==> src/verilog/begs_pkg.sv <==
// constants for the buffer enable / game select glue block
// assumes the address decode and drive-side signals arrive from pins
package begs_pkg;
    // ----------------------------------------
    // address decode
    // ----------------------------------------
    localparam int          ADDR_W        = 10;
    localparam logic [9:0]  GAME_ADDR     = 10'h201;
    // default primary IDE data register
    localparam logic [9:0]  IDE_DATA_ADDR = 10'h1F0;
    // ----------------------------------------
    // configuration modes
    // ----------------------------------------
    localparam logic [1:0]  CFG_SOFT_MB   = 2'h0;
    localparam logic [1:0]  CFG_SOFT_AI   = 2'h1;
    localparam logic [1:0]  CFG_HARD_BAS  = 2'h2;
    localparam logic [1:0]  CFG_HARD_EXT  = 2'h3;
endpackage

==> src/verilog/begs_top.sv <==
// buffer enables, upper-byte transceiver enable and shared direction/game select pin
// assumes host bus strobes and address come from pins; isa_reset is synchronous, active low
//
// Contract
// - drive data buffer enable low for any host I/O access (aen low) to the device or IDE
// - data buffer enable gates the external ISA buffer for device and IDE I/O transfers only
// - during ISA reset all three pins are configuration inputs, not outputs
// - upper-byte enable asserted on IDE data register I/O only with drive wide
// - upper-byte enable is an output steering the high-byte transceiver
// - in soft motherboard mode the shared pin is parallel direction output
// - direction output low while parallel data drives, high while it receives
// - other modes make the shared pin game select, ignoring parallel direction
// - game select asserted low for any host I/O access at 201h
module begs_top (
    // clock and reset
    input  wire logic                       clk_i,
    input  wire logic                       rst_b_i,
    // host bus pins
    input  wire logic [begs_pkg::ADDR_W-1:0] host_addr_i,
    input  wire logic                       host_aen_i,
    input  wire logic                       host_ior_n_i,
    input  wire logic                       host_iow_n_i,
    // device decode and drive side
    input  wire logic                       device_sel_i,
    input  wire logic                       ide_sel_i,
    input  wire logic                       drive_wide_transfer_n_i,
    // configuration and parallel port state
    input  wire logic [1:0]                 cfg_mode_i,
    input  wire logic                       parallel_data_out_i,
    // pin drivers
    output logic                            data_buffer_enable_n_o,
    output logic                            data_buffer_enable_oe_o,
    output logic                            upper_byte_xcvr_enable_n_o,
    output logic                            upper_byte_xcvr_enable_oe_o,
    output logic                            shared_pin_o,
    output logic                            shared_pin_oe_o
);
    import begs_pkg::*;

    // ----------------------------------------
    // pin synchronisers
    // ----------------------------------------
    // two stages on the host bus and drive-wide inputs (not device_sel_i or ide_sel_i); stage one is read only by stage two
    localparam int SYN_W = ADDR_W + 4;
    // reset to the pins' idle levels (strobes high, wide high, aen low):
    // an all-zero reset would fake an I/O cycle on the first edges after release
    localparam logic [SYN_W-1:0] SYNC_IDLE = {{ADDR_W{1'b0}}, 4'h7};
    logic [SYN_W-1:0] sync1;
    logic [SYN_W-1:0] sync2;
    logic [SYN_W-1:0] next_sync1;
    logic [SYN_W-1:0] next_sync2;

    always_comb begin
        next_sync1 = {host_addr_i, host_aen_i, host_ior_n_i, host_iow_n_i, drive_wide_transfer_n_i};
        next_sync2 = sync1;
    end

    always_ff @(posedge clk_i) begin
        if (!rst_b_i) begin
            sync1 <= SYNC_IDLE;
            sync2 <= SYNC_IDLE;
        end else begin
            sync1 <= next_sync1;
            sync2 <= next_sync2;
        end
    end

    logic [ADDR_W-1:0] s_addr;
    logic              s_aen;
    logic              s_ior_n;
    logic              s_iow_n;
    logic              s_wide_n;
    assign {s_addr, s_aen, s_ior_n, s_iow_n, s_wide_n} = sync2;

    // ----------------------------------------
    // pin drivers
    // ----------------------------------------
    logic io_cycle;
    logic next_den_n;
    logic next_hen_n;
    logic next_shared;
    logic next_oe;

    // dma cycles (aen high) are not host I/O to our decode
    assign io_cycle = !s_aen && (!s_ior_n || !s_iow_n);

    always_comb begin
        next_oe     = 1'b1;
        next_den_n  = !(io_cycle && (device_sel_i || ide_sel_i));
        next_hen_n  = !(io_cycle && (s_addr == IDE_DATA_ADDR) && !s_wide_n);
        if (cfg_mode_i == CFG_SOFT_MB) begin
            next_shared = !parallel_data_out_i;
        end else begin
            next_shared = !(io_cycle && (s_addr == GAME_ADDR));
        end
    end

    always_ff @(posedge clk_i) begin
        if (!rst_b_i) begin
            // pins released for strapping; idle levels parked high
            data_buffer_enable_n_o      <= 1'b1;
            upper_byte_xcvr_enable_n_o  <= 1'b1;
            shared_pin_o                <= 1'b1;
            data_buffer_enable_oe_o     <= 1'b0;
            upper_byte_xcvr_enable_oe_o <= 1'b0;
            shared_pin_oe_o             <= 1'b0;
        end else begin
            data_buffer_enable_n_o      <= next_den_n;
            upper_byte_xcvr_enable_n_o  <= next_hen_n;
            shared_pin_o                <= next_shared;
            data_buffer_enable_oe_o     <= next_oe;
            upper_byte_xcvr_enable_oe_o <= next_oe;
            shared_pin_oe_o             <= next_oe;
        end
    end

    // ----------------------------------------
    // checks
    // ----------------------------------------
    oe_in_reset_a: assert property (@(posedge clk_i) !rst_b_i |=> !data_buffer_enable_oe_o
        && !upper_byte_xcvr_enable_oe_o && !shared_pin_oe_o)
        else $error("pins driven during reset");
    oe_after_rst_a: assert property (@(posedge clk_i) disable iff (!rst_b_i)
        $past(rst_b_i) |=> data_buffer_enable_oe_o && upper_byte_xcvr_enable_oe_o
        && shared_pin_oe_o)
        else $error("pins not driven after reset");
    den_assert_a: assert property (@(posedge clk_i) disable iff (!rst_b_i)
        io_cycle && device_sel_i |=> !data_buffer_enable_n_o)
        else $error("data buffer enable missed");
    den_idle_a: assert property (@(posedge clk_i) disable iff (!rst_b_i)
        !io_cycle |=> data_buffer_enable_n_o)
        else $error("data buffer enable outside access");
    hen_narrow_a: assert property (@(posedge clk_i) disable iff (!rst_b_i)
        s_wide_n |=> upper_byte_xcvr_enable_n_o)
        else $error("upper enable without wide drive");
    hen_wide_a: assert property (@(posedge clk_i) disable iff (!rst_b_i)
        io_cycle && s_addr == IDE_DATA_ADDR && !s_wide_n |=> !upper_byte_xcvr_enable_n_o)
        else $error("upper enable missed");
    dir_track_a: assert property (@(posedge clk_i) disable iff (!rst_b_i)
        cfg_mode_i == CFG_SOFT_MB |=> shared_pin_o == !$past(parallel_data_out_i))
        else $error("direction mismatch");
    game_sel_a: assert property (@(posedge clk_i) disable iff (!rst_b_i)
        cfg_mode_i != CFG_SOFT_MB && io_cycle && s_addr == GAME_ADDR |=> !shared_pin_o)
        else $error("game select missed");
    game_idle_a: assert property (@(posedge clk_i) disable iff (!rst_b_i)
        cfg_mode_i != CFG_SOFT_MB && !io_cycle |=> shared_pin_o)
        else $error("game select spurious");

    // ----------------------------------------
    // checks: reset release
    // ----------------------------------------
    vals_in_reset_a: assert property (@(posedge clk_i) !rst_b_i |=> data_buffer_enable_n_o
        && upper_byte_xcvr_enable_n_o && shared_pin_o)
        else $error("pin values not parked during reset");
    sync_idle_a: assert property (@(posedge clk_i) disable iff (!rst_b_i)
        $rose(rst_b_i) |-> !io_cycle)
        else $error("false access after reset");
    oe_hold_a: assert property (@(posedge clk_i) disable iff (!rst_b_i)
        $past(rst_b_i) |-> data_buffer_enable_oe_o && upper_byte_xcvr_enable_oe_o && shared_pin_oe_o)
        else $error("pin released in normal operation");

    // ----------------------------------------
    // checks: data buffer enable
    // ----------------------------------------
    den_dma_a: assert property (@(posedge clk_i) disable iff (!rst_b_i)
        s_aen |=> data_buffer_enable_n_o)
        else $error("data buffer enable on dma cycle");
    den_ide_a: assert property (@(posedge clk_i) disable iff (!rst_b_i)
        io_cycle && ide_sel_i |=> !data_buffer_enable_n_o)
        else $error("data buffer enable missed for drive");
    den_unsel_a: assert property (@(posedge clk_i) disable iff (!rst_b_i)
        !device_sel_i && !ide_sel_i |=> data_buffer_enable_n_o)
        else $error("data buffer enable without decode");
    den_write_a: assert property (@(posedge clk_i) disable iff (!rst_b_i)
        !s_aen && !s_iow_n && device_sel_i |=> !data_buffer_enable_n_o)
        else $error("data buffer enable missed on write");
    den_both_a: assert property (@(posedge clk_i) disable iff (!rst_b_i)
        io_cycle && device_sel_i && ide_sel_i |=> !data_buffer_enable_n_o)
        else $error("data buffer enable missed on dual decode");

    // ----------------------------------------
    // checks: upper-byte enable
    // ----------------------------------------
    hen_dma_a: assert property (@(posedge clk_i) disable iff (!rst_b_i)
        s_aen |=> upper_byte_xcvr_enable_n_o)
        else $error("upper enable on dma cycle");
    hen_addr_a: assert property (@(posedge clk_i) disable iff (!rst_b_i)
        s_addr != IDE_DATA_ADDR |=> upper_byte_xcvr_enable_n_o)
        else $error("upper enable off data register");
    hen_idle_a: assert property (@(posedge clk_i) disable iff (!rst_b_i)
        !io_cycle |=> upper_byte_xcvr_enable_n_o)
        else $error("upper enable outside access");
    hen_read_a: assert property (@(posedge clk_i) disable iff (!rst_b_i)
        !s_aen && !s_ior_n && s_addr == IDE_DATA_ADDR && !s_wide_n |=> !upper_byte_xcvr_enable_n_o)
        else $error("upper enable missed on read");

    // ----------------------------------------
    // checks: shared pin
    // ----------------------------------------
    game_dma_a: assert property (@(posedge clk_i) disable iff (!rst_b_i)
        cfg_mode_i != CFG_SOFT_MB && s_aen |=> shared_pin_o)
        else $error("game select on dma cycle");
    game_addr_a: assert property (@(posedge clk_i) disable iff (!rst_b_i)
        cfg_mode_i != CFG_SOFT_MB && s_addr != GAME_ADDR |=> shared_pin_o)
        else $error("game select off its address");
    dir_out_a: assert property (@(posedge clk_i) disable iff (!rst_b_i)
        cfg_mode_i == CFG_SOFT_MB && parallel_data_out_i |=> !shared_pin_o)
        else $error("direction not low while driving");
    dir_in_a: assert property (@(posedge clk_i) disable iff (!rst_b_i)
        cfg_mode_i == CFG_SOFT_MB && !parallel_data_out_i |=> shared_pin_o)
        else $error("direction not high while receiving");
    dir_nogame_a: assert property (@(posedge clk_i) disable iff (!rst_b_i)
        cfg_mode_i == CFG_SOFT_MB && !parallel_data_out_i && io_cycle && s_addr == GAME_ADDR
        |=> shared_pin_o)
        else $error("game decode leaks into direction mode");

    // ----------------------------------------
    // covers
    // ----------------------------------------
    den_cov_c: cover property (@(posedge clk_i) !data_buffer_enable_n_o);
    rel_cov_c: cover property (@(posedge clk_i) $rose(rst_b_i));
    hen_cov_c: cover property (@(posedge clk_i) !upper_byte_xcvr_enable_n_o);
    game_cov_c: cover property (@(posedge clk_i) cfg_mode_i != CFG_SOFT_MB && !shared_pin_o);
    dir_cov_c: cover property (@(posedge clk_i) cfg_mode_i == CFG_SOFT_MB && !shared_pin_o);
endmodule
==> config.mk <==
export PLATFORM = sky130hd
export DESIGN_NAME = begs_top
export DESIGN_NICKNAME = d
export VERILOG_FILES = /design/src/verilog/begs_pkg.sv /design/src/verilog/begs_top.sv
export SDC_FILE = /design/constraint.sdc
export NUM_CORES = 1
export LEC_CHECK = 0
export BUFFER_PORTS_ARGS = -buffer_cell sky130_fd_sc_hd__buf_2
export CAP_MARGIN = 20
export CORE_MARGIN = 2
export CORE_UTILIZATION = 40
export DETAILED_ROUTE_END_ITERATION = 12
export GPL_ROUTABILITY_DRIVEN = 0
export HOLD_SLACK_MARGIN = 0.05
export MAX_ROUTING_LAYER = met4
export PLACE_DENSITY = 0.72
export SLEW_MARGIN = 0
export SYNTH_ARGS = -nofsm -noshare
export SYNTH_HDL_FRONTEND = slang
export SYNTH_SLANG_ARGS = --single-unit
==> constraint.sdc <==
create_clock -name clk_i -period 2.1 [get_ports clk_i]
set_clock_uncertainty 0.2 [all_clocks]
set_input_delay 0.42 -clock clk_i [delete_from_list [all_inputs] [get_ports clk_i]]
set_output_delay 0.42 -clock clk_i [all_outputs]
set_load 0.05 [all_outputs]
==> After elaboration in Yosys (flattened, before gate mapping) <==
Index checks and enable logic that the tools add are counted.
{ "classes": {"n_eq_ne": 2, "muxes": 2, "reduce_logical": 16} }
{ "ops": {"columns": ["op", "n"], "rows": [
  ["10-bit equality test, second input constant", 1],
  ["10-bit by 9-bit equality test with 1-bit output, second input constant", 1],
  ["1-bit logical NOT", 8],
  ["1-bit logical AND", 5],
  ["2-bit logical NOT", 1],
  ["1-bit logical OR", 2],
  ["1-bit 2-to-1 mux", 2]
]} }
{ "word_totals": {"register_bits": 32, "input_bits": 21, "out_inout_bits": 6, "elab_cells": 26} }

==> Depth between registers and ports, before layout <==
{ "logic_depth": {"word_depth": 6, "mapped_depth": 4, "ltp_nobuf": 3} }

==> Least setup slack after synthesis <==
Ideal clock, no wire load.
{ "synth_path": {"kind": "reg2out", "start": "register shared_pin_oe_o", "end": "output port shared_pin_oe_o", "arrival_ns": 0.914, "required_time_ns": 1.480, "path_slack_ns": 0.566, "path_stages_with_launch": 2, "path_buffers": 1, "cell_sequence": "dfxtp_1 > buf_4"} }
{ "synth_rtl": {"columns": ["element", "line", "rtl"], "rows": [
  ["from (decl)", "begs_top.sv:36", "output logic shared_pin_oe_o"],
  ["from (signal assigned)", "begs_top.sv:113", "shared_pin_oe_o <= next_oe;"]
]} }
No word-level cell between the ends.

==> Worst setup path in the final report <==
{ "layout_path": {"start": "register shared_pin_oe_o", "end": "output port shared_pin_oe_o"} }
No word-level cell between the ends.

==> impl.org <==
** Cells and area
- Of the cells placed in the final design, the portion with a size suffix greater than 1 is 0.3394.
- Area of combinational cells with multiple inputs :: 286.5 sq um
- At the end of the flow, the number of nets in the layout was 129.
- Final-layout fill cell count :: about 220
- In the final layout, flip-flops and latches occupy approximately 640 sq um.
- The area growth from synthesis to layout is 23.11%.
- The library cell used most frequently in the layout, excluding fill and tap cells, is sky130_fd_sc_hd__dfxtp_1.
- Top library cells by usage in the layout, fill and taps aside :: sky130_fd_sc_hd__dfxtp_1, sky130_fd_sc_hd__buf_2, sky130_fd_sc_hd__and2_1
- 0 antenna diodes ended up in the layout.

** STA
- Least setup slack across all paths after layout :: 0.5647 ns
- Setup violations remaining at the end of the flow were counted as 0.
- In the final timing run, aggregate negative setup slack is 0 ns.
- Hold is met by around 0.08 ns.
- Slew at the pin closest to its max-slew limit :: roughly 0.30 ns
- Final Max Tran Viols :: 0
- Based on the critical path, the design can be clocked at up to 651.3 MHz.
- Final Cycle Share :: 0.7311
- Headroom to the max-slew limit came out at 0.7993.
- The total count of hold-check failures in the final report is 0.
- Setup repair after global routing left no endpoint under its margin.
- For the finished layout, the period the worst path requires is about 1.5 ns.

** Power
- LEAKAGE :: 0.5078 nW
- In this run the power density over the cells is 972.8 nW/um^2.
- Highest ir drop seen on vdd :: 0.0005900 V

** Synth
- After synthesis the cells add up to 958.4 sq um.
- Number of library cell types mapped by synthesis :: 20
- Sequential area share after synthesis :: 0.6684
- In this run the mean area of a mapped cell was 12.13 sq um.
- Number of warnings reported in the yosys synthesis log :: 0
- The number of nets handed over by synthesis was 100.
- Synthesis inferred 32 register bits.
- After technology mapping, the gate count stands at approximately 80.

** CTS
- TritonCTS built the clock tree.
- No sink is reached through more buffers than the 2 on the longest clock path.
- CTS clk-pin slew, worst paths :: 0.10 ns
- CTS Root Cell :: sky130_fd_sc_hd__clkbuf_4
- Quantity of gates resized following cts :: 0
- Skew-Pair Late Insertion Delay :: 0.31 ns
- Number of setup buffers added after CTS :: 0
- The number of clock buffers added by TritonCTS is 5.
- In this run the number of H-tree levels came out at 2.
- Clock tree sinks :: 32
- Number of hold buffers added after cts :: 0

** Detailed routing
- Dividing the detail-routed wire length by the instance count gives 9.599 um.
- Wires add up to 1315 um.
- The first detailed-routing pass took 3 iterations.
- # DRC :: 0
- In this run, the number of DRC markers left after iteration 0 of detailed routing was 1.
- Average vias per placed instance :: ~4.3
- Remaining antenna violation count :: 0
- The routed layout has approximately 600 vias.

** Critical path
- Buffering stage count on the worst path with inverters included :: 1
- Crit path max-delay family :: flip-flops
- For the worst setup path, the data required time is 1.48 ns.
- In this run the number of cells on the critical path is 1.
- Largest incremental delay on the critical path :: 0.34 ns
- The largest individual stage delay along the critical path comes from the cell sky130_fd_sc_hd__dfxtp_1.
- Number of cell instances on the worst register-to-register path :: 3
- Worst Setup Start Kind :: register
- Data arrives at the worst endpoint at between 0.9 and 1 ns.
- Setup crit end kind :: primary output
- Maximum net fanout on the critical path :: 3
- Traced cell by cell, the critical path runs through buf_2.
- The critical path in this run is classified as register to primary output.

** Floorplanning
- Std-Cell Core Area :: 2233 sq um
- Initial cell density of the core :: 0.4291
- 27 I/O pins were placed.
- The die covers between 2000 and 3000 sq um.
- From bottom edge to top edge, the die measures 52.95 um.
- In this run the horizontal extent of the chip is 52.95 um.
- Row Count :: 17

** Global route
- Pin count of the biggest net entering global routing :: 31
- The first global-routing pass estimated 2201 um of wire.
- The initial antenna violation count was 0.
- Summed over all layers, the global routing overflow is 0.
- Via count of the first global-routing pass :: 552
- Total routing usage reported by global routing :: 0.1221

** Place
- Prior to clock tree synthesis, the placed netlist has a worst setup slack of 0.6821 ns.
- Input and output buffers added on the ports amount to 26.

** Run status
- The run finished with clean final reports.

** Flow run
- Number of max-capacitance violations reported :: 0

** Worst hold path
- The min-delay analysis places its worst path in the category primary input to register.
- Counting instances, the worst hold path has a depth of 2.
[power breakdown]
group	total [mW]	internal [mW]	leakage [nW]	switching (mW)
logic	0.0711	0.0357	0.201	0.0354
registers	0.643	0.634	0.265	0.00908
clock network	0.434	0.250	0.0422	0.184
total	1.15	0.919	0.508	0.229
[per-layer routing]
layer,track usage,vias up,routed length [um]
li1,-,306,-
met1,0.1032,251,511
met2,0.2063,22,654
met3,0.05085,5,107
met4,0.1026,0,41
met5,-,-,0
[worst paths after layout]
check | from | end | slack (ns)
setup / recovery | shared_pin_oe_o$_DFF_P_ | shared_pin_oe_o | 0.56
hold / removal | host_ior_n_i | next_sync2[2]$_SDFF_PN1_ | 0.08
setup reg to reg | sync2[5]$_SDFF_PN0_ | shared_pin_o$_SDFF_PN1_ | 0.70
hold reg to reg | next_sync2[0]$_SDFF_PN1_ | sync2[0]$_SDFF_PN1_ | 0.21
[state kept, by name (all words and copies together), names as in the netlist]
name and count:
next_sync2 14, sync2 14, data_buffer_enable_n_o 1, shared_pin_o 1
shared_pin_oe_o 1, upper_byte_xcvr_enable_n_o 1
[metrics by stage]
| step | utilization | power, mW | area (sq um) | instances |
|---|---|---|---|---|
| 2_1_floorplan | - | 0.7044 | 958.4 | 79 |
| 3_3_place_gp | 0.4941 | 0.7265 | 1104 | 129 |
| 3_5_place_dp | 0.4941 | 0.7300 | 1104 | 129 |
| 4_1_cts | 0.5283 | 1.163 | 1180 | 137 |
| 5_1_grt | 0.5283 | 1.204 | 1180 | 137 |
| 6_report | 0.5283 | 1.148 | 1180 | 137 |
[cell type report]
class	count	share of cell area
multi-input cells	41	0.2428
flip-flops and latches	32	0.5429
well taps	28	0.02969
clock inverters	2	0.02969
repair buffers	27	0.1166
clock buffers	6	0.03499
inverters	1	0.003181
[cell families (layout without fill, tap and decap cells)]
| group | count (synthesis) | after routing | share of synthesized area |
|---|---|---|---|
| buffers and inverters | 6 | 36 | 0.03263 |
| and+or+nand+nor | 37 | 37 | 0.2480 |
| DFF | 32 | 32 | 0.6684 |
| AOI/OAI and AO/OA | 4 | 4 | 0.05092 |
[Yosys cell counts]
| cell | count | share of area |
|---|---|---|
| sky130_fd_sc_hd__a2111oi_4 | 1 | 0.029 |
| sky130_fd_sc_hd__a211oi_1 | 1 | 0.0078 |
| sky130_fd_sc_hd__a41oi_1 | 1 | 0.0091 |
| sky130_fd_sc_hd__and2_1 | 22 | 0.14 |
| sky130_fd_sc_hd__and4_1 | 1 | 0.0091 |
| sky130_fd_sc_hd__buf_2 | 1 | 0.0052 |
| sky130_fd_sc_hd__buf_4 | 2 | 0.016 |
| sky130_fd_sc_hd__clkbuf_1 | 2 | 0.0078 |
| sky130_fd_sc_hd__dfxtp_1 | 32 | 0.67 |
| sky130_fd_sc_hd__inv_1 | 1 | 0.0039 |
| sky130_fd_sc_hd__nand2_1 | 1 | 0.0039 |
| sky130_fd_sc_hd__nand2b_1 | 6 | 0.039 |
| sky130_fd_sc_hd__nand3_1 | 1 | 0.0052 |
| sky130_fd_sc_hd__nor2_1 | 1 | 0.0039 |
| sky130_fd_sc_hd__nor3_1 | 1 | 0.0052 |
| sky130_fd_sc_hd__nor4b_1 | 1 | 0.0091 |
| sky130_fd_sc_hd__nor4bb_1 | 1 | 0.010 |
| sky130_fd_sc_hd__o21ai_0 | 1 | 0.0052 |
| sky130_fd_sc_hd__or2_2 | 1 | 0.0065 |
| sky130_fd_sc_hd__or3_4 | 1 | 0.012 |
Note: power is estimated with default switching activity, not from simulation.
